<file path="src/hw/rvc_pkg.sv">
`default_nettype none
package rvc_pkg;
    // ========================================
    // register map
    localparam logic [7:0] OFS_PS0 = 8'h00;
    localparam logic [7:0] OFS_PS1 = 8'h04;
    localparam logic [7:0] OFS_IV = 8'h08;
    localparam logic [7:0] OFS_B2D = 8'h0c;
    localparam logic [7:0] OFS_D2B = 8'h10;
    localparam logic [7:0] OFS_SEC = 8'h14;
    localparam logic [7:0] OFS_FLAG = 8'h18;
    localparam logic [7:0] OFS_EN = 8'h1c;
    // ========================================
    // fields and reset values
    localparam int NUM_SRC = 7;
    localparam logic [7:0] PS_RST = 8'h00;
    localparam logic [15:0] IV_NONE = 16'h0000;
    localparam logic [15:0] CONV_RST = 16'h0000;
    localparam logic [7:0] SEC_RST = 8'h00;
    localparam logic [7:0] SEC_MASK = 8'h3f;
    localparam logic [7:0] PS_FULL = 8'hff;
    localparam logic [15:0] IV_STEP = 16'h0002;
    localparam logic [1:0] RESP_OKAY = 2'b00;
    localparam logic [1:0] RESP_SLVERR = 2'b10;
    // source index, highest priority first
    localparam int SRC_OSC = 0;
    localparam int SRC_TAMPER = 1;
    localparam int SRC_READY = 2;
    localparam int SRC_INTERVAL = 3;
    localparam int SRC_ALARM = 4;
    localparam int SRC_PS0 = 5;
    localparam int SRC_PS1 = 6;
    // ========================================
    // event carrier, one same-clock pulse per source
    typedef struct packed {
        logic second_prescaler_flag;
        logic first_prescaler_flag;
        logic alarm_flag;
        logic interval_event_flag;
        logic ready_flag;
        logic tamper_event_flag;
        logic osc_fail_flag;
    } rvc_evt_s;
endpackage : rvc_pkg
`default_nettype wire

</file>
<file path="src/hw/rvc_vector_convert_regs.sv">
`default_nettype none
module rvc_vector_convert_regs #(
    parameter bit TAMPER_PRESENT = 1'b0
) (
    // clock and resets
    input wire logic SYS_CLK_I,
    input wire logic RST_N_I,
    input wire logic RTC_SUPPLY_RST_N_I,
    // axi4-lite write address
    input wire logic [7:0] S_AXI_AWADDR_I,
    input wire logic S_AXI_AWVALID_I,
    output logic S_AXI_AWREADY_O,
    // axi4-lite write data
    input wire logic [31:0] S_AXI_WDATA_I,
    input wire logic [3:0] S_AXI_WSTRB_I,
    input wire logic S_AXI_WVALID_I,
    output logic S_AXI_WREADY_O,
    // axi4-lite write response
    output logic [1:0] S_AXI_BRESP_O,
    output logic S_AXI_BVALID_O,
    input wire logic S_AXI_BREADY_I,
    // axi4-lite read address
    input wire logic [7:0] S_AXI_ARADDR_I,
    input wire logic S_AXI_ARVALID_I,
    output logic S_AXI_ARREADY_O,
    // axi4-lite read data
    output logic [31:0] S_AXI_RDATA_O,
    output logic [1:0] S_AXI_RRESP_O,
    output logic S_AXI_RVALID_O,
    input wire logic S_AXI_RREADY_I,
    // clock events and prescaler tick
    input wire rvc_pkg::rvc_evt_s EVENTS_I,
    input wire logic PS0_TICK_I,
    // deep_sleep_state wake-up
    output logic WAKE_O
);
    import rvc_pkg::*;

    // ========================================
    // helper functions
    function automatic logic mapped(input logic [7:0] a);
        mapped = (a == OFS_PS0) || (a == OFS_PS1) || (a == OFS_IV) || (a == OFS_B2D) ||
                 (a == OFS_D2B) || (a == OFS_SEC) || (a == OFS_FLAG) || (a == OFS_EN);
    endfunction

    function automatic logic [31:0] merge(input logic [31:0] old, input logic [31:0] nw,
                                          input logic [3:0] strb);
        logic [31:0] r;
        r = old;
        for (int i = 0; i < 4; i++) begin
            if (strb[i]) begin
                r[i*8 +: 8] = nw[i*8 +: 8];
            end
        end
        merge = r;
    endfunction

    // double dabble on the 12-bit input
    function automatic logic [15:0] bin_to_bcd(input logic [11:0] b);
        logic [27:0] s;
        s = {16'h0000, b};
        for (int i = 0; i < 12; i++) begin
            for (int d = 0; d < 4; d++) begin
                if (s[12 + d*4 +: 4] > 4'h4) begin
                    s[12 + d*4 +: 4] = s[12 + d*4 +: 4] + 4'h3;
                end
            end
            s = {s[26:0], 1'b0};
        end
        bin_to_bcd = s[27:12];
    endfunction

    // values above 4095 wrap in the 12-bit result
    function automatic logic [15:0] bcd_to_bin(input logic [15:0] d);
        logic [13:0] v;
        v = 14'(d[15:12]) * 14'd1000 + 14'(d[11:8]) * 14'd100 + 14'(d[7:4]) * 14'd10 + 14'(d[3:0]);
        bcd_to_bin = {4'h0, v[11:0]};
    endfunction

    // ========================================
    // state
    logic aw_ready_reg, w_ready_reg, b_valid_reg, ar_ready_reg, r_valid_reg;
    logic [7:0] aw_addr_reg;
    logic [31:0] w_data_reg;
    logic [3:0] w_strb_reg;
    logic [1:0] b_resp_reg, r_resp_reg;
    logic [31:0] r_data_reg;
    logic [7:0] ps0_reg, ps1_reg, sec_reg;
    logic [15:0] b2d_reg, d2b_reg;
    logic [NUM_SRC-1:0] flag_reg, en_reg;
    logic wake_reg;

    // ========================================
    // write channel decode
    wire aw_hs = S_AXI_AWVALID_I && aw_ready_reg;
    wire w_hs = S_AXI_WVALID_I && w_ready_reg;
    wire aw_have = aw_hs || !aw_ready_reg;
    wire w_have = w_hs || !w_ready_reg;
    wire do_write = aw_have && w_have && !b_valid_reg;
    wire [7:0] wr_addr = aw_hs ? S_AXI_AWADDR_I : aw_addr_reg;
    wire [31:0] wr_data = w_hs ? S_AXI_WDATA_I : w_data_reg;
    wire [3:0] wr_strb = w_hs ? S_AXI_WSTRB_I : w_strb_reg;
    wire wr_ps0 = do_write && (wr_addr == OFS_PS0);
    wire wr_ps1 = do_write && (wr_addr == OFS_PS1);
    wire wr_b2d = do_write && (wr_addr == OFS_B2D);
    wire wr_d2b = do_write && (wr_addr == OFS_D2B);
    wire wr_sec = do_write && (wr_addr == OFS_SEC);
    wire wr_flag = do_write && (wr_addr == OFS_FLAG);
    wire wr_en = do_write && (wr_addr == OFS_EN);
    wire [31:0] wr_ps0_val = merge({24'h0, ps0_reg}, wr_data, wr_strb);
    wire [31:0] wr_ps1_val = merge({24'h0, ps1_reg}, wr_data, wr_strb);
    wire [31:0] wr_b2d_val = merge({16'h0, b2d_reg}, wr_data, wr_strb);
    wire [31:0] wr_d2b_val = merge({16'h0, d2b_reg}, wr_data, wr_strb);
    wire [31:0] wr_sec_val = merge({24'h0, sec_reg}, wr_data, wr_strb);
    wire [31:0] wr_en_val = merge({25'h0, en_reg}, wr_data, wr_strb);

    // ========================================
    // interrupt vector
    wire [NUM_SRC-1:0] present = TAMPER_PRESENT ? {NUM_SRC{1'b1}} : ~(7'(1) << SRC_TAMPER);
    wire [NUM_SRC-1:0] pending = flag_reg & en_reg & present;
    logic [15:0] iv_code;
    logic [NUM_SRC-1:0] iv_onehot;
    always_comb begin
        logic [15:0] code;
        code = IV_NONE;
        iv_code = IV_NONE;
        iv_onehot = '0;
        // lowest index wins, code rises by one step per present source
        for (int i = 0; i < NUM_SRC; i++) begin
            if (present[i]) begin
                code = code + IV_STEP;
                if (pending[i] && (iv_onehot == '0)) begin
                    iv_code = code;
                    iv_onehot[i] = 1'b1;
                end
            end
        end
    end

    // ========================================
    // read decode
    wire ar_hs = S_AXI_ARVALID_I && ar_ready_reg;
    wire rd_iv = ar_hs && (S_AXI_ARADDR_I == OFS_IV);
    wire [31:0] rd_mux =
        (S_AXI_ARADDR_I == OFS_PS0) ? {24'h0, ps0_reg} :
        (S_AXI_ARADDR_I == OFS_PS1) ? {24'h0, ps1_reg} :
        (S_AXI_ARADDR_I == OFS_IV) ? {16'h0, iv_code} :
        (S_AXI_ARADDR_I == OFS_B2D) ? {16'h0, bin_to_bcd(b2d_reg[11:0])} :
        (S_AXI_ARADDR_I == OFS_D2B) ? {16'h0, bcd_to_bin(d2b_reg)} :
        (S_AXI_ARADDR_I == OFS_SEC) ? {24'h0, sec_reg} :
        (S_AXI_ARADDR_I == OFS_FLAG) ? {25'h0, flag_reg & present} :
        (S_AXI_ARADDR_I == OFS_EN) ? {25'h0, en_reg} : 32'h0;

    // ========================================
    // flag update: write-one-to-clear, vector read clears one, set wins
    wire [NUM_SRC-1:0] evt = EVENTS_I & present;
    wire [NUM_SRC-1:0] clr_sw = wr_flag ? (wr_data[NUM_SRC-1:0] & {NUM_SRC{wr_strb[0]}}) : '0;
    wire [NUM_SRC-1:0] clr_iv = rd_iv ? iv_onehot : '0;
    wire [NUM_SRC-1:0] flag_next = (flag_reg & ~clr_sw & ~clr_iv) | evt;

    // prescale counting, software load takes precedence
    wire ps0_wrap = PS0_TICK_I && (ps0_reg == PS_FULL);
    wire [7:0] ps0_next = wr_ps0 ? wr_ps0_val[7:0] : (PS0_TICK_I ? ps0_reg + 8'h01 : ps0_reg);
    wire [7:0] ps1_next = wr_ps1 ? wr_ps1_val[7:0] : (ps0_wrap ? ps1_reg + 8'h01 : ps1_reg);

    // ========================================
    // axi write side
    always_ff @(posedge SYS_CLK_I or negedge RST_N_I) begin
        if (!RST_N_I) begin
            aw_ready_reg <= 1'b1;
            w_ready_reg <= 1'b1;
            b_valid_reg <= 1'b0;
            b_resp_reg <= RESP_OKAY;
            aw_addr_reg <= 8'h00;
            w_data_reg <= 32'h0;
            w_strb_reg <= 4'h0;
        end else begin
            if (aw_hs) begin
                aw_addr_reg <= S_AXI_AWADDR_I;
            end
            if (w_hs) begin
                w_data_reg <= S_AXI_WDATA_I;
                w_strb_reg <= S_AXI_WSTRB_I;
            end
            if (do_write) begin
                aw_ready_reg <= 1'b0;
                w_ready_reg <= 1'b0;
                b_valid_reg <= 1'b1;
                b_resp_reg <= mapped(wr_addr) ? RESP_OKAY : RESP_SLVERR;
            end else begin
                if (aw_hs) begin
                    aw_ready_reg <= 1'b0;
                end
                if (w_hs) begin
                    w_ready_reg <= 1'b0;
                end
                if (b_valid_reg && S_AXI_BREADY_I) begin
                    b_valid_reg <= 1'b0;
                    aw_ready_reg <= 1'b1;
                    w_ready_reg <= 1'b1;
                end
            end
        end
    end

    // ========================================
    // axi read side
    always_ff @(posedge SYS_CLK_I or negedge RST_N_I) begin
        if (!RST_N_I) begin
            ar_ready_reg <= 1'b1;
            r_valid_reg <= 1'b0;
            r_data_reg <= 32'h0;
            r_resp_reg <= RESP_OKAY;
        end else if (ar_hs) begin
            ar_ready_reg <= 1'b0;
            r_valid_reg <= 1'b1;
            r_data_reg <= rd_mux;
            r_resp_reg <= mapped(S_AXI_ARADDR_I) ? RESP_OKAY : RESP_SLVERR;
        end else if (r_valid_reg && S_AXI_RREADY_I) begin
            r_valid_reg <= 1'b0;
            ar_ready_reg <= 1'b1;
        end
    end

    // ========================================
    // core registers on power-on reset
    // prescale counts have no defined reset; cleared here for clean simulation
    always_ff @(posedge SYS_CLK_I or negedge RST_N_I) begin
        if (!RST_N_I) begin
            ps0_reg <= PS_RST;
            ps1_reg <= PS_RST;
            b2d_reg <= CONV_RST;
            d2b_reg <= CONV_RST;
            flag_reg <= '0;
            en_reg <= '0;
            wake_reg <= 1'b0;
        end else begin
            ps0_reg <= ps0_next;
            ps1_reg <= ps1_next;
            flag_reg <= flag_next;
            wake_reg <= flag_next[SRC_PS1] && en_reg[SRC_PS1];
            if (wr_b2d) begin
                b2d_reg <= {4'h0, wr_b2d_val[11:0]};
            end
            if (wr_d2b) begin
                d2b_reg <= wr_d2b_val[15:0];
            end
            if (wr_en) begin
                en_reg <= wr_en_val[NUM_SRC-1:0];
            end
        end
    end

    // ========================================
    // backup seconds, only the supply-domain reset clears it
    always_ff @(posedge SYS_CLK_I or negedge RTC_SUPPLY_RST_N_I) begin
        if (!RTC_SUPPLY_RST_N_I) begin
            sec_reg <= SEC_RST;
        end else if (wr_sec) begin
            sec_reg <= wr_sec_val[7:0] & SEC_MASK;
        end
    end

    // ========================================
    // outputs
    assign S_AXI_AWREADY_O = aw_ready_reg;
    assign S_AXI_WREADY_O = w_ready_reg;
    assign S_AXI_BVALID_O = b_valid_reg;
    assign S_AXI_BRESP_O = b_resp_reg;
    assign S_AXI_ARREADY_O = ar_ready_reg;
    assign S_AXI_RVALID_O = r_valid_reg;
    assign S_AXI_RDATA_O = r_data_reg;
    assign S_AXI_RRESP_O = r_resp_reg;
    assign WAKE_O = wake_reg;

endmodule // rvc_vector_convert_regs
`default_nettype wire

</file>
<file path="config.mk">
export PLATFORM = sky130hd
export DESIGN_NAME = rvc_vector_convert_regs
export DESIGN_NICKNAME = d
export VERILOG_FILES = /design/src/hw/rvc_pkg.sv /design/src/hw/rvc_vector_convert_regs.sv
export SDC_FILE = /design/constraint.sdc
export NUM_CORES = 1
export LEC_CHECK = 0
export ABC_CLOCK_PERIOD_IN_PS = 9200
export BUFFER_PORTS_ARGS = -buffer_cell sky130_fd_sc_hd__buf_2
export CAP_MARGIN = 15
export CORE_MARGIN = 2
export CORE_UTILIZATION = 61
export DETAILED_ROUTE_END_ITERATION = 8
export PLACE_DENSITY = 0.83
export SYNTH_ARGS = -nofsm -noshare
export SYNTH_HDL_FRONTEND = slang
export SYNTH_SLANG_ARGS = --single-unit
</file>
<file path="constraint.sdc">
create_clock -name SYS_CLK_I -period 9.2 [get_ports SYS_CLK_I]
set_input_delay 1.38 -clock SYS_CLK_I [delete_from_list [all_inputs] [get_ports SYS_CLK_I]]
set_output_delay 1.38 -clock SYS_CLK_I [all_outputs]
set_load 0.05 [all_outputs]
</file>
### Yosys cells after proc, flatten, opt, wreduce, memory -nomap -nowiden

Index checks and enable logic that the tools add are counted.

| word-level totals | value |
|---|---|
| register bits after elaboration | 132 |
| bits of input ports | 68 |
| word-level logic and storage cells | 213 |

| cells by class | value |
|---|---|
| $add $sub $neg | 23 |
| $mul | 3 |
| order comparisons | 18 |
| eq/ne operators | 17 |
| mux-type cells | 62 |
| bitwise operators | 7 |
| reductions and logical operators | 62 |

Operator list:

| operator | number |
|---|---|
| 2-to-1 mux 16 bit | 8 |
| 2-to-1 mux 4 bit | 18 |
| == test 8 x 5 -> 1 bit, second input constant | 8 |
| adder 4 x 2 -> 4 bit, second input constant | 15 |
| greater-than comparator 4 x 3 -> 1 bit, second input constant | 15 |
| 2-to-1 mux 8 bit | 6 |
| 2-to-1 mux 7 bit | 5 |
| == test 8 x 4 -> 1 bit, second input constant | 4 |
| AND 7 bit | 4 |
| logical AND 1 bit | 22 |
| 2-to-1 mux 1 bit | 18 |
| adder 8 x 1 -> 8 bit, second input constant | 2 |
| == test 8 x 3 -> 1 bit, second input constant | 2 |
| zero test 8 bit | 2 |
| logical OR 1 bit | 16 |
| AND reduction 2 bit | 8 |
| 2-to-1 mux 15 bit | 1 |
| NOT 7 bit | 2 |
| adder 12 x 11 -> 12 bit | 1 |
| adder 12 x 4 -> 12 bit | 1 |
| adder 12 x 8 -> 12 bit | 1 |
| adder 3 x 2 -> 4 bit, second input constant | 3 |
| 2-to-1 mux 12 bit | 1 |
| greater-than comparator 3 bit, second input constant | 3 |
| other kinds (16) | 26 |

### Depth between registers and ports, before layout

Gate-level depths: netlist (run 1).

| logic depth | value |
|---|---|
| depth in word-level cells | 22 |
| depth in mapped cells | 39 |

### Worst setup path before layout (run 1)

OpenSTA, ideal clock, no wires.

| timing path | value |
|---|---|
| kind | reg-to-reg |
| start | register b2d_reg[9] |
| end | register r_data_reg[6], in the netlist S_AXI_RDATA_O[6] |
| library setup time | 78 ps |
| data arrival time | 7274 ps |
| setup slack | 1848 ps |
| cell stages (with the launch flop) | 38 |
| clock period less this slack | 7352 ps |
| cell sequence | dfrtp_1 > buf_6 > inv_1 > ha_1 > inv_1 > ha_1 > buf_2 > nand2b_4 > a2111oi_4 > o31a_4 > nor4_4 > or3_1 > buf_6 > and3_1 > o21ai_0 > o311a_1 > ha_1 > clkbuf_1 > [... 2 more ...] > o31ai_1 > a21o_1 > nand2_1 > ha_1 > or4_4 > and2_4 > ha_1 > buf_1 > inv_1 > nor4_1 > a31o_1 > nor4_1 > o21ai_0 > and2_1 > ha_1 > o21ai_1 > mux2_2 > a21oi_1 |

| on the way | value |
|---|---|
| word-level cells in the longest chain between the ends | 22 |
| elaborated cells between the ends (all ways) | 46 |

RTL lines:

| item | line | text |
|---|---|---|
| from (decl) | rvc_vector_convert_regs.sv:89 | `logic [15:0] b2d_reg, d2b_reg;` |
| from (signal assigned) | rvc_vector_convert_regs.sv:243 | `b2d_reg <= {4'h0, wr_b2d_val[11:0]};` |
| adder 3 x 2 -> 4 bit / greater-than comparator 3 bit (equally long branches) | rvc_vector_convert_regs.sv:65, rvc_vector_convert_regs.sv:64 |  |
| 2-to-1 mux 4 bit * | rvc_vector_convert_regs.sv:64 | `if (s[12 + d*4 +: 4] > 4'h4) begin` |
| adder 4 x 2 -> 4 bit / greater-than comparator 4 x 3 -> 1 bit (equally long branches) | rvc_vector_convert_regs.sv:65, rvc_vector_convert_regs.sv:64 |  |
| 2-to-1 mux 4 bit | rvc_vector_convert_regs.sv:64 |  |
| adder 4 x 2 -> 4 bit / greater-than comparator 4 x 3 -> 1 bit (equally long branches) | rvc_vector_convert_regs.sv:65, rvc_vector_convert_regs.sv:64 |  |
| 2-to-1 mux 4 bit | rvc_vector_convert_regs.sv:64 |  |
| greater-than comparator 4 x 3 -> 1 bit (tied with other cells) | rvc_vector_convert_regs.sv:64 |  |
| 2-to-1 mux 4 bit | rvc_vector_convert_regs.sv:64 |  |
| [... 6 more ...] | n/a |  |
| adder 4 x 2 -> 4 bit / greater-than comparator 4 x 3 -> 1 bit (equally long branches) | rvc_vector_convert_regs.sv:65, rvc_vector_convert_regs.sv:64 |  |
| 2-to-1 mux 4 bit | rvc_vector_convert_regs.sv:64 |  |
| adder 4 x 2 -> 4 bit / greater-than comparator 4 x 3 -> 1 bit (equally long branches) | rvc_vector_convert_regs.sv:65, rvc_vector_convert_regs.sv:64 |  |
| 2-to-1 mux 4 bit * | rvc_vector_convert_regs.sv:64 |  |
| 2-to-1 mux 15 bit * | rvc_vector_convert_regs.sv:148 | `(S_AXI_ARADDR_I == OFS_B2D) ? {16'h0, bin_to_bcd(b2d_reg[11:0])} :` |
| 2-to-1 mux 16 bit * | rvc_vector_convert_regs.sv:147 | `(S_AXI_ARADDR_I == OFS_IV) ? {16'h0, iv_code} :` |
| 2-to-1 mux 16 bit * | rvc_vector_convert_regs.sv:146 | `(S_AXI_ARADDR_I == OFS_PS1) ? {24'h0, ps1_reg} :` |
| 2-to-1 mux 16 bit * | rvc_vector_convert_regs.sv:145 | `(S_AXI_ARADDR_I == OFS_PS0) ? {24'h0, ps0_reg} :` |
| to (signal assigned) | rvc_vector_convert_regs.sv:217 | `r_data_reg <= rd_mux;` |
| to (decl) | rvc_vector_convert_regs.sv:87 | `logic [31:0] r_data_reg;` |

Mark *: on every way between the ends. The rest lies on a longest branch, timed or not.
A chain may end at the register's enable or synchronous reset.

### Worst setup path after layout (run 1)

| timing path | value |
|---|---|
| start | register b2d_reg[9] |
| end | register r_data_reg[10], in the netlist S_AXI_RDATA_O[10] |

| on the way | value |
|---|---|
| word-level cells in the longest chain between the ends | 22 |
| elaborated cells between the ends (all ways) | 49 |

RTL lines:

| item | line | text |
|---|---|---|
| adder 3 x 2 -> 4 bit / greater-than comparator 3 bit (equally long branches) | rvc_vector_convert_regs.sv:65, rvc_vector_convert_regs.sv:64 |  |
| 2-to-1 mux 4 bit * | rvc_vector_convert_regs.sv:64 |  |
| adder 4 x 2 -> 4 bit / greater-than comparator 4 x 3 -> 1 bit (equally long branches) | rvc_vector_convert_regs.sv:65, rvc_vector_convert_regs.sv:64 |  |
| 2-to-1 mux 4 bit | rvc_vector_convert_regs.sv:64 |  |
| adder 4 x 2 -> 4 bit / greater-than comparator 4 x 3 -> 1 bit (equally long branches) | rvc_vector_convert_regs.sv:65, rvc_vector_convert_regs.sv:64 |  |
| 2-to-1 mux 4 bit | rvc_vector_convert_regs.sv:64 |  |
| adder 4 x 2 -> 4 bit (tied with other cells) | rvc_vector_convert_regs.sv:65 | `s[12 + d*4 +: 4] = s[12 + d*4 +: 4] + 4'h3;` |
| 2-to-1 mux 4 bit | rvc_vector_convert_regs.sv:64 |  |
| [... 6 more ...] | n/a |  |
| adder 4 x 2 -> 4 bit / greater-than comparator 4 x 3 -> 1 bit (equally long branches) | rvc_vector_convert_regs.sv:65, rvc_vector_convert_regs.sv:64 |  |
| 2-to-1 mux 4 bit | rvc_vector_convert_regs.sv:64 |  |
| adder 4 x 2 -> 4 bit / greater-than comparator 4 x 3 -> 1 bit (equally long branches) | rvc_vector_convert_regs.sv:65, rvc_vector_convert_regs.sv:64 |  |
| 2-to-1 mux 4 bit * | rvc_vector_convert_regs.sv:64 |  |
| 2-to-1 mux 15 bit * | rvc_vector_convert_regs.sv:148 |  |
| 2-to-1 mux 16 bit * | rvc_vector_convert_regs.sv:147 |  |
| 2-to-1 mux 16 bit * | rvc_vector_convert_regs.sv:146 |  |
| 2-to-1 mux 16 bit * | rvc_vector_convert_regs.sv:145 |  |

Marked as above.

==> results.txt, run 1 <==
The run finished with clean final reports. The footprint of the multi-input gates came out at 6440 µm². The number of enable-type register cells in the synthesized netlist is 0. Across the run, the number of max-cap violations was 0. For this run, the leading register cell type out of synthesis is sky130_fd_sc_hd__dfrtp_1. Once the floorplan was initialized, standard cells occupied 62.3% of the core. For hold timing, the worst endpoint is S_AXI_RDATA_O[12].

For this block, the routed nets add up to 23700 µm of wire. The number of global-route vias before repair is 8263. The post-synthesis cell count is 1154. The starting DRC count in detailed routing came out at 732. The final instance area came out at 10600 µm². The total count of max-transition violations in the final report came out at 0. The number of optimization iterations in the first detailed-route pass came out at 6. In this run the critical register-to-register path is captured at S_AXI_RDATA_O[10].

The initial antenna violation count is 0. TritonCTS built the clock tree. Setup repair after global routing left no endpoint under its margin.

The storage element area came out at 2810 µm². The routed design could run at a clock period as short as 8500 ps. The maximum clock path buffer count is 2. The actual transition at the worst max-transition pin is 1020 ps. The post-placement cell area is 10300 µm². The synthesized area divided by synthesized cell count came out at 8.57 µm². Measured along the x axis, the die boundary spans between 100 and 150 µm. The worst hold slack after final layout came out at approximately 480 ps. The post-CTS setup repair buffer count is 0. The worst slew margin relative to its limit came out at 29.9%. In this run the most critical hold path is launched from S_AXI_RDATA_O[12]. The count of placed standard cells in the final layout, fillers left out came out at 1411.

The final count of hold timing violations came to 0. The maximum level of the CTS H-tree is 3. The maximum fanout along the worst path is 16. Setup slack on the worst reg-to-reg path comes out at around 700 ps.

The clock reaches the later pin of the worst-skew pair after 360 ps. For this run, the slowest stage of the critical path takes roughly 550 ps. The path class of the tightest hold or removal check is reg -> reg.

The final HPWL from detailed placement is 17800 µm. In the final timing run, aggregate negative setup slack is 0 ps. After detailed placement, the design holds a cell count of 1394. The cell that appears most often on the critical path is sky130_fd_sc_hd__ha_1. After synthesis the netlist holds a flip-flop and latch count of between 100 and 150. Data on the critical path is required at its endpoint by approximately 9500 ps. Measured along the y axis, the die boundary spans roughly 130 µm. Relative to the synthesized area, the layout overhead comes to 6.78%. TritonCTS created 9 clock buffers. Entering global routing, the biggest net connects 79 pins.

The worst path arrival time is between 8000 and 9000 ps. Cells with a size suffix above 1 make up between 10% and 20% of the layout. The die covers between 15000 and 20000 µm². STA classifies the critical path endpoint as a register. The count of antenna-violating nets left after detailed routing is 0. The quantity of gates resized following cts came out at 0. The total grt overflow is 0. The average routed wire per standard cell is roughly 17 µm. The total standard cell area after synthesis is 9890 µm². The final layout net count is ~1.3k. The residual DRC count came out at 0. After clock tree synthesis, the clock-pin slew on the worst setup and hold paths is 80 ps. The total number of yosys warnings came out at 0.

The placeable core region is 15900 µm². The slowest stage of the critical path is the sky130_fd_sc_hd__dfrtp_1 cell. Dividing the final minimum period by the clock period gives roughly 92%.

The detail-routed via count per cell is 6.26. The number of instances on the worst hold path came out at 2. The via count of the routed design is between 8k and 9k.

The total number of clock tree sinks is 112. The number of antenna cells inserted came out at 0. The upper clock frequency limit came out at 118 MHz. Fill cells in the final layout number 1314. The count of unique library cells instantiated by Yosys is 103. The number of I/O port buffers came out at 71. The worst setup path is of the reg -> reg kind. The number of hold buffers added after cts is 0.

The initialized floorplan defines 46 standard-cell rows. For the worst flop-to-flop path, the logic depth is 32. Setup violations remaining at the end of the flow were counted as 0. The share of synthesized registers carrying an async set or reset came out at 100%.

The global-route wire length before repair is 39900 µm. The number of primary I/O pins is 110. The weighted congestion at the end of routability-driven global placement came out at 0.915. STA classifies the critical path startpoint as a register. The worst register-to-register path begins at b2d_reg[9]. The total global-route track usage came out at 27.5%. The clock skew came out at 9.63 ps.

The cell sitting at the root of the clock tree is a sky130_fd_sc_hd__clkbuf_16. The portion of the post-synthesis area used by sequential elements is ~28%.
cell usage after synthesis (6+ instances only):
| master | count | area [µm²] |
|---|---|---|
| sky130_fd_sc_hd__a21oi_1 | 89 | 445 |
| sky130_fd_sc_hd__buf_2 | 7 | 35.0 |
| sky130_fd_sc_hd__a31oi_1 | 14 | 87.6 |
| sky130_fd_sc_hd__dfrtp_1 | 109 | 2730 |
| sky130_fd_sc_hd__a21o_1 | 19 | 143 |
| sky130_fd_sc_hd__nand3_1 | 46 | 230 |
| sky130_fd_sc_hd__nand4_1 | 14 | 87.6 |
| sky130_fd_sc_hd__or3_1 | 12 | 75.1 |
| sky130_fd_sc_hd__mux2_2 | 25 | 282 |
| sky130_fd_sc_hd__nor2b_1 | 9 | 56.3 |
| sky130_fd_sc_hd__nor3_1 | 32 | 160 |
| sky130_fd_sc_hd__xnor2_1 | 22 | 193 |
| sky130_fd_sc_hd__clkbuf_1 | 35 | 131 |
| sky130_fd_sc_hd__and3_1 | 7 | 43.8 |
| sky130_fd_sc_hd__or4_1 | 6 | 45.0 |
| sky130_fd_sc_hd__mux2i_1 | 27 | 270 |
| sky130_fd_sc_hd__o21ai_0 | 61 | 305 |
| sky130_fd_sc_hd__o22ai_1 | 9 | 56.3 |
| sky130_fd_sc_hd__buf_4 | 21 | 158 |
| sky130_fd_sc_hd__fa_1 | 16 | 320 |
| sky130_fd_sc_hd__o211ai_1 | 20 | 150 |
| sky130_fd_sc_hd__a211oi_1 | 18 | 135 |
| sky130_fd_sc_hd__inv_1 | 84 | 315 |
| sky130_fd_sc_hd__nand2_1 | 90 | 338 |
| sky130_fd_sc_hd__ha_1 | 70 | 876 |
| sky130_fd_sc_hd__o21ai_1 | 6 | 30.0 |
| sky130_fd_sc_hd__nand2b_1 | 13 | 81.3 |
| sky130_fd_sc_hd__o31ai_1 | 6 | 45.0 |
| sky130_fd_sc_hd__o221ai_1 | 11 | 96.3 |
| sky130_fd_sc_hd__and2_1 | 10 | 62.6 |
| sky130_fd_sc_hd__nor2_1 | 93 | 349 |
| sky130_fd_sc_hd__nor4_1 | 8 | 50.1 |
| sky130_fd_sc_hd__a31o_2 | 6 | 52.6 |
how the worst max path moves through the flow:
| stage | from | to | slack, ps | depth (start not counted) |
|---|---|---|---|---|
| after CTS | b2d_reg[9] | S_AXI_RDATA_O[10] | 890 | 32 |
| after global routing | b2d_reg[9] | S_AXI_RDATA_O[10] | 50 | 32 |
| after floorplan | b2d_reg[9] | S_AXI_RDATA_O[6] | 1850 | 37 |
| after detailed placement | b2d_reg[9] | S_AXI_RDATA_O[10] | 930 | 32 |
| final | b2d_reg[9] | S_AXI_RDATA_O[10] | 700 | 32 |
| after global placement | b2d_reg[9] | S_AXI_RDATA_O[10] | 1070 | 32 |
worst max-delay path, delay by kind of cell, from the launching register on:
kind | cells | cell delay [ps]
AOI/OAI and AO/OA | 14 | 3260
xor gates and xnor gates | 2 | 620
adders and majority gates | 5 | 1460
buffers and inverters | 2 | 240
DFF | 1 | 550
muxes | 2 | 510
and+or+nand+nor | 7 | 1770
routing by layer:
layer | part of all wire, % | vias to the layer above | wire length [µm] | global-route usage (%)
li1 | - | 4251 | - | -
met1 | 43 | 4176 | 10300 | 36.8
met2 | 48 | 351 | 11400 | 46.2
met3 | 5.3 | 53 | 1270 | 2.70
met4 | 3.2 | 0 | 755 | 11.0
met5 | 0 | - | 0 | 0
cells in the final DEF (no fill, tap or decap), types with 9 or more instances in the layout:
cell	count
sky130_fd_sc_hd__xnor2_1	22
sky130_fd_sc_hd__o211ai_1	20
sky130_fd_sc_hd__a21oi_1	89
sky130_fd_sc_hd__and2_1	10
sky130_fd_sc_hd__nor2_1	93
sky130_fd_sc_hd__fa_1	16
sky130_fd_sc_hd__nand2b_1	13
sky130_fd_sc_hd__nor3_1	32
sky130_fd_sc_hd__o21ai_0	61
sky130_fd_sc_hd__a21o_1	19
sky130_fd_sc_hd__inv_1	84
sky130_fd_sc_hd__nor2b_1	9
sky130_fd_sc_hd__conb_1	19
sky130_fd_sc_hd__nand3_1	46
sky130_fd_sc_hd__dfrtp_1	109
sky130_fd_sc_hd__clkbuf_16	9
sky130_fd_sc_hd__a31oi_1	14
sky130_fd_sc_hd__ha_1	70
sky130_fd_sc_hd__mux2i_1	27
sky130_fd_sc_hd__buf_2	71
sky130_fd_sc_hd__nand4_1	14
sky130_fd_sc_hd__mux2_2	25
sky130_fd_sc_hd__a211oi_1	18
sky130_fd_sc_hd__o22ai_1	9
sky130_fd_sc_hd__or3_1	12
sky130_fd_sc_hd__nand2_1	90
sky130_fd_sc_hd__o221ai_1	11
layout make-up:
| type | count | share of cell area [%] |
|---|---|---|
| clock buffer | 9 | 2.13 |
| clock inverter | 7 | 0.793 |
| inverter | 86 | 3.06 |
| multi-input combinational | 902 | 61.0 |
| sequential | 112 | 26.6 |
| tap | 216 | 2.56 |
| timing repair buffer | 79 | 3.93 |
cell families after synthesis:
kind of cell | count (synthesis) | synth area share (%)
xor+xnor | 29 | 2.92
other cells | 1 | 0.0379
fa+ha+maj | 86 | 12.1
buf+inv | 158 | 7.28
mux | 57 | 6.64
compound gates | 341 | 23.9
simple gates | 370 | 18.8
flops | 112 | 28.4
per-stage QoR:
| stage | worst slack (ps) | utilization [%] |
|---|---|---|
| after global routing | 45.5 | 66.5 |
| final | 703 | 66.5 |
| after floorplan | 1850 | - |
| after global placement | 1070 | 64.5 |
| after CTS | 886 | 66.5 |
| after detailed placement | 929 | 64.5 |
Power of run 1 is left out: the tool's default activity adds up to more than one toggle a clock period on the data nets, which glitch-free logic cannot reach.
==> inputs of run 2 (changes only) <==
RECOVER_POWER = 100   (was default)
==> run 2 against run 1 <==
Against the previous run: the run now ends with capacitance limit, slew limit left; worst setup slack worse by 93 ps; design area down 0.72%; clock-buffer cell count unchanged; critical endpoint unchanged; critical path type unchanged; register-to-register slack worse by 90 ps; highest routed layer unchanged; flip-flop and latch count unchanged.
==> results.txt, run 2 (synthesized netlist as in run 1, its figures left out) <==
Outcome: complete, but fails checks (was completed). The final reports fail on capacitance limit, slew limit. The total count of max-transition violations in the final report is 109 (was 0). The storage element area is 2810 µm² (unchanged). The start point of the worst hold path is S_AXI_RDATA_O[12] (unchanged).

The floorplan die width came out at 131 µm (unchanged). The initial antenna violation count came out at 0 (unchanged). The number of cells in the design after placement is 1394 (unchanged). The total die area is 17300 µm² (unchanged).

The count of antenna-violating nets left after detailed routing is 0 (unchanged). The library cell appearing most often on the critical path is sky130_fd_sc_hd__ha_1 (unchanged). The footprint of the multi-input gates is 6420 µm² (was 6440 µm²). The type of the tightest min-delay check is reg -> reg (unchanged). The largest net degree at the start of global routing came out at 79 (unchanged).

The library cell contributing the largest single delay on the critical path is sky130_fd_sc_hd__dfrtp_1 (unchanged). The placement row count is 46 (unchanged). The number of failing setup endpoints in the final timing report is 0 (unchanged). Setup repair after global routing missed its margin: no (unchanged).

The root buffer cell is sky130_fd_sc_hd__clkbuf_16 (unchanged). The via count of the routed design came out at 8849 (was 8831). The initial standard-cell utilization of the core is 62.3% (unchanged).

The final core utilization is 66.0% (was 66.5%). Most frequent cells in the layout: sky130_fd_sc_hd__dfrtp_1 (109), sky130_fd_sc_hd__nor2_1 (93), sky130_fd_sc_hd__nand2_1 (90), sky130_fd_sc_hd__a21oi_1 (89), sky130_fd_sc_hd__inv_1 (84) (unchanged). The launching element type of the critical path is a register (unchanged).

The final layout net count is 1344 (unchanged). The starting DRC count in detailed routing is 758 (was 732). The number of max-capacitance violations reported came out at 2 (was 0).

The number of I/O port buffers came out at 71 (unchanged). The number of antenna cells inserted is 0 (unchanged). The data required time of the worst path is 9480 ps (about the same). The global-route wire length before repair is 39900 µm (unchanged). The quantity of gates resized following cts is 0 (unchanged). The worst slew margin relative to its limit was -169% (was 29.9%). The delay of the slowest cell on the worst path is 520 ps (was 550 ps). The final critical-path share of the clock period is 93.4% (was 92.4%). The total wirelength of the detailed-routed design came out at 23800 µm (was 23700 µm).

The clock-pin slew on the worst setup and hold paths came out at 80 ps (about the same). The maximum clock path buffer count was 2 (unchanged). The setup slack after placement came to 929 ps (unchanged).

The number of primary I/O pins came out at 110 (unchanged). The maximum fanout along the worst path came out at 16 (unchanged). The setup total negative slack came to 0 ps (unchanged). The maximum level of the CTS H-tree came out at 3 (unchanged). The final worst setup slack is 610 ps (was 703 ps).

The number of fillers in the final layout came out at 1331 (was 1314). The worst-skew pair later-pin latency is 360 ps (about the same). The startpoint of the lowest-slack register-to-register path is b2d_reg[9] (unchanged).

The detail-routed via count per cell was 6.27 (was 6.26). The total clock buffers created by CTS came out at 9 (unchanged). The total number of clock tree sinks came out at 112 (unchanged).

The number of hold buffers added after cts came to 0 (unchanged). The final count of hold timing violations is 0 (unchanged). The residual DRC count came out at 0 (unchanged). The number of optimization iterations in the first detailed-route pass is 5 (was 6). The count of placed standard cells in the final layout, fillers left out came out at 1411 (unchanged). The final HPWL from detailed placement came out at 17800 µm (unchanged).

The category of the critical setup timing path is reg -> reg (unchanged). The clock skew came out at 10.7 ps (was 9.63 ps). The proportion of layout cells with a drive suffix above 1 came out at 10.6% (was 14.3%). The upper clock frequency limit came out at 116 MHz (was 118 MHz).

The element type at the critical path end is a register (unchanged). The average routed wire per standard cell is 16.8 µm (about the same). The weighted congestion at the end of routability-driven global placement came out at 0.915 (unchanged). The total global-route track usage came out at 27.5% (unchanged). The placeable core region is 15900 µm² (unchanged). The actual transition at the worst max-transition pin is 4040 ps (was 1020 ps). The relative area change from synthesis to final layout came out at 6.01% (was 6.78%). The post-CTS setup repair buffer count came out at 0 (unchanged). The minimum clock period is 8590 ps (was 8500 ps). The leading cell type in the layout, fill and taps excluded is sky130_fd_sc_hd__dfrtp_1 (unchanged).

The first element of the critical path was b2d_reg[9] (unchanged). The die boundary height was 131 µm (unchanged). The TritonCTS clock tree is built (unchanged). The worst path arrival time is 8880 ps (was 8780 ps). The total grt overflow came to 0 (unchanged). The number of global-route vias before repair is 8263 (unchanged).
## run 2: path summary, 6_finish.rpt
kind                                      to  slack [ps]  depth (start not counted)
max in group asynchronous         d2b_reg[5]        3230                          2
max                        S_AXI_RDATA_O[10]         610                         32
max reg2reg                S_AXI_RDATA_O[10]         610                         32
min                        S_AXI_RDATA_O[12]         490                          2
min reg2reg                S_AXI_RDATA_O[12]         490                          2
min in group asynchronous         sec_reg[5]         910                          1
## run 2: worst max-delay path, delay by kind of cell, from the launching register on
family / cells / cell delay, ps
AO/OA/AOI/OAI: 14 / 3120
XOR/XNOR: 2 / 870
adder cells (fa/ha/maj): 5 / 1490
buffers and inverters: 2 / 230
flip-flops: 1 / 520
multiplexers: 2 / 510
AND/OR/NAND/NOR: 7 / 1770
## run 2: cell type report
class,count,share of cell area (%)
Sequential cell,112,26.8
Inverter,86,3.08
Timing Repair Buffer,79,3.42
Clock buffer,9,2.15
Tap cell,216,2.58
Multi-Input combinational cell,902,61.2
Clock inverter,7,0.799
## run 2: metal layers
layer,track usage [%],up-vias,share of wire [%]
li1,-,4258,-
met1,36.8,4209,44
met2,46.2,326,48
met3,2.70,56,4.9
met4,11.0,0,3.3
met5,0,-,0
## run 2: stage by stage
stage,instance area [µm²],hold WS [ps]
6_report,10500,493
2_1_floorplan,9960,465
5_1_grt,10500,495
3_3_place_gp,10300,459
4_1_cts,10600,482
3_5_place_dp,10300,463
Power of run 2 is left out for the same reason.
==> inputs of run 3 (changes only) <==
ABC_CLOCK_PERIOD_IN_PS = default   (was 9200)
CORE_UTILIZATION = 62   (was 61)
CTS_BUF_LIST = sky130_fd_sc_hd__clkbuf_4   (was default)
PLACE_DENSITY = 0.84   (was 0.83)
==> run 3 against run 2 <==
Against the previous run: the flow still finishes with violations (capacitance limit, slew limit); flip-flop and latch count is the same; sequential share of layout area grew 0.40 points; critical path depth is the same; utilization shrank 0.25 points; global-route usage grew 1.3 points; die area shrank 1.6%; register-to-register slack gained 50 ps; routed wire length grew 0.19%; clock skew grew 19 ps; design area shrank 1.5%; first-iteration DRC count grew 23%; fmax grew 0.60%; largest cell class unchanged.
==> results.txt, run 3 (synthesized netlist as in run 1, its figures left out) <==
The via count of the routed design is 8859 (was 8849). The type of the tightest min-delay check is reg -> reg (unchanged). The die boundary height came out at 130 µm (was 131 µm). The total clock buffers created by CTS is 9 (unchanged). The count of antenna-violating nets left after detailed routing came to 0 (unchanged). The placeable core region came out at 15700 µm² (was 15900 µm²).

Outcome: complete, but fails checks (unchanged). The detail-routed via count per cell was 6.28 (was 6.27). The number of primary I/O pins was 110 (unchanged). The element type at the critical path end is a register (unchanged). The placement row count was 46 (unchanged).

The category of the critical setup timing path is reg -> reg (unchanged). Most frequent cells in the layout: sky130_fd_sc_hd__dfrtp_1 (109), sky130_fd_sc_hd__nor2_1 (93), sky130_fd_sc_hd__nand2_1 (90), sky130_fd_sc_hd__a21oi_1 (90), sky130_fd_sc_hd__inv_1 (84) (was sky130_fd_sc_hd__dfrtp_1 (109), sky130_fd_sc_hd__nor2_1 (93), sky130_fd_sc_hd__nand2_1 (90), sky130_fd_sc_hd__a21oi_1 (89), sky130_fd_sc_hd__inv_1 (84)). The initial standard-cell utilization of the core is 63.0% (was 62.3%).

The logic depth of the worst setup path including buffers is 32 (unchanged). The library cell contributing the largest single delay on the critical path is sky130_fd_sc_hd__dfrtp_1 (unchanged). The residual DRC count is 0 (unchanged). The leading cell type in the layout, fill and taps excluded is sky130_fd_sc_hd__dfrtp_1 (unchanged). The largest net degree at the start of global routing was 80 (was 79). The final layout net count came out at 1344 (unchanged). The proportion of layout cells with a drive suffix above 1 is 10.5% (was 10.6%). The final count of hold timing violations is 0 (unchanged). The number of I/O port buffers was 71 (unchanged).

The final HPWL from detailed placement came out at 18400 µm (was 17800 µm). The length in cells of the worst reg-to-reg path is 32 (unchanged). The worst slew margin relative to its limit came to -176% (was -169%). The total count of max-transition violations in the final report came out at 80 (was 109).

The launching element type of the critical path is a register (unchanged). The buffer and inverter count on the worst path came out at 2 (unchanged). The clock skew came out at 29.3 ps (was 10.7 ps). The total grt overflow is 0 (unchanged). The number of optimization iterations in the first detailed-route pass is 8 (was 5). Violated checks: capacitance limit, slew limit (unchanged). The minimum clock period came out at 8540 ps (was 8590 ps). The total global-route track usage is 28.8% (was 27.5%).

The worst-skew pair later-pin latency came to 500 ps (was 360 ps). The TritonCTS clock tree was built (unchanged). The final critical-path share of the clock period came out at 92.8% (was 93.4%). The startpoint of the lowest-slack register-to-register path is b2d_reg[9] (unchanged). The number of antenna cells inserted came out at 0 (unchanged). The number of fillers in the final layout came out at 1285 (was 1331). The total die area is 17000 µm² (was 17300 µm²). The root buffer cell is sky130_fd_sc_hd__clkbuf_4 (was sky130_fd_sc_hd__clkbuf_16). The initial antenna violation count was 0 (unchanged). The starting DRC count in detailed routing is 931 (was 758). The final core utilization is 65.8% (was 66.0%). The number of failing setup endpoints in the final timing report is 0 (unchanged). The maximum fanout along the worst path came out at 16 (unchanged). The number of global-route vias before repair came out at 8264 (was 8263). The quantity of gates resized following cts is 0 (unchanged). The delay of the slowest cell on the worst path came to 550 ps (was 520 ps). The worst hold slack after final layout is 510 ps (was 493 ps).

The termination of the worst setup path is S_AXI_RDATA_O[10] (unchanged). The upper clock frequency limit came to 117 MHz (was 116 MHz). The number of max-capacitance violations reported is 2 (unchanged).

The maximum level of the CTS H-tree came to 3 (unchanged). The family of cells with the greatest summed delay on the critical path was compound AO/OA/AOI/OAI gates (unchanged). The maximum clock path buffer count was 2 (unchanged). The relative area change from synthesis to final layout was 4.45% (was 6.01%). The actual transition at the worst max-transition pin came out at 4140 ps (was 4040 ps).

The library cell appearing most often on the critical path is sky130_fd_sc_hd__ha_1 (unchanged). The endpoint of the lowest-slack register-to-register path was S_AXI_RDATA_O[10] (unchanged). Setup repair after global routing missed its margin: no (unchanged). The number of hold buffers added after cts was 0 (unchanged). The global-route wire length before repair was 39500 µm (was 39900 µm). The weighted congestion at the end of routability-driven global placement was 0.919 (was 0.915).

The setup total negative slack is 0 ps (unchanged). The first element of the critical path is b2d_reg[9] (unchanged). The worst path arrival time came out at 8960 ps (was 8880 ps). The slack of the worst reg-to-reg path is 660 ps (was 610 ps). The data required time of the worst path came out at 9620 ps (was 9480 ps). The total wirelength of the detailed-routed design is 23800 µm (about the same). The total number of clock tree sinks came out at 112 (unchanged). The post-CTS setup repair buffer count is 0 (unchanged). The floorplan die width is 130 µm (was 131 µm).

The clock-pin slew on the worst setup and hold paths came to 220 ps (was 80 ps). The average routed wire per standard cell was 16.9 µm (was 16.8 µm).
## run 3: per-stage QoR
| step | cells | setup WS (ps) | cell area [µm²] |
|---|---|---|---|
| CTS | 1410 | 831 | 10400 |
| global placement | 1394 | 1070 | 10300 |
| detailed placement | 1394 | 930 | 10300 |
| floorplan | 1172 | 1850 | 9960 |
| finish | 1411 | 661 | 10300 |
| global route | 1411 | 43.7 | 10300 |
## run 3: how the worst min path moves through the flow
stage / from / endpoint / depth (start not counted)
after floorplan: aw_addr_reg[6] / aw_addr_reg[6] / 1
after global placement: S_AXI_RDATA_O[12] / S_AXI_RDATA_O[12] / 2
after detailed placement: S_AXI_RDATA_O[12] / S_AXI_RDATA_O[12] / 2
after CTS: S_AXI_RDATA_O[12] / S_AXI_RDATA_O[12] / 2
after global routing: S_AXI_ARREADY_O / S_AXI_ARREADY_O / 1
final: S_AXI_RDATA_O[12] / S_AXI_RDATA_O[12] / 2
## run 3: layout make-up
cell class | instances | area (µm²) | area share [%]
Tap cell | 216 | 270 | 2.62
Timing Repair Buffer | 79 | 358 | 3.46
Inverter | 86 | 323 | 3.12
Multi-Input combinational cell | 902 | 6420 | 62.2
Clock buffer | 9 | 67.6 | 0.654
Sequential cell | 112 | 2810 | 27.2
Clock inverter | 7 | 86.3 | 0.835
## run 3: worst reg2reg max path: cells and delay by family (launching register included)
kind | cells | cell delay (ps)
compound gates | 14 | 3080
xor+xnor | 2 | 880
fa+ha+maj | 5 | 1470
buf+inv | 2 | 220
flops | 1 | 550
mux | 2 | 510
simple gates | 7 | 1740
## run 3: layer usage
metal	up-vias	share of wire [%]	global-route usage [%]
li1	4251	-	-
met1	4233	43	38.7
met2	313	49	48.4
met3	62	5.1	3.28
met4	0	3.2	10.5
met5	-	0	0
Power of run 3 is left out for the same reason.
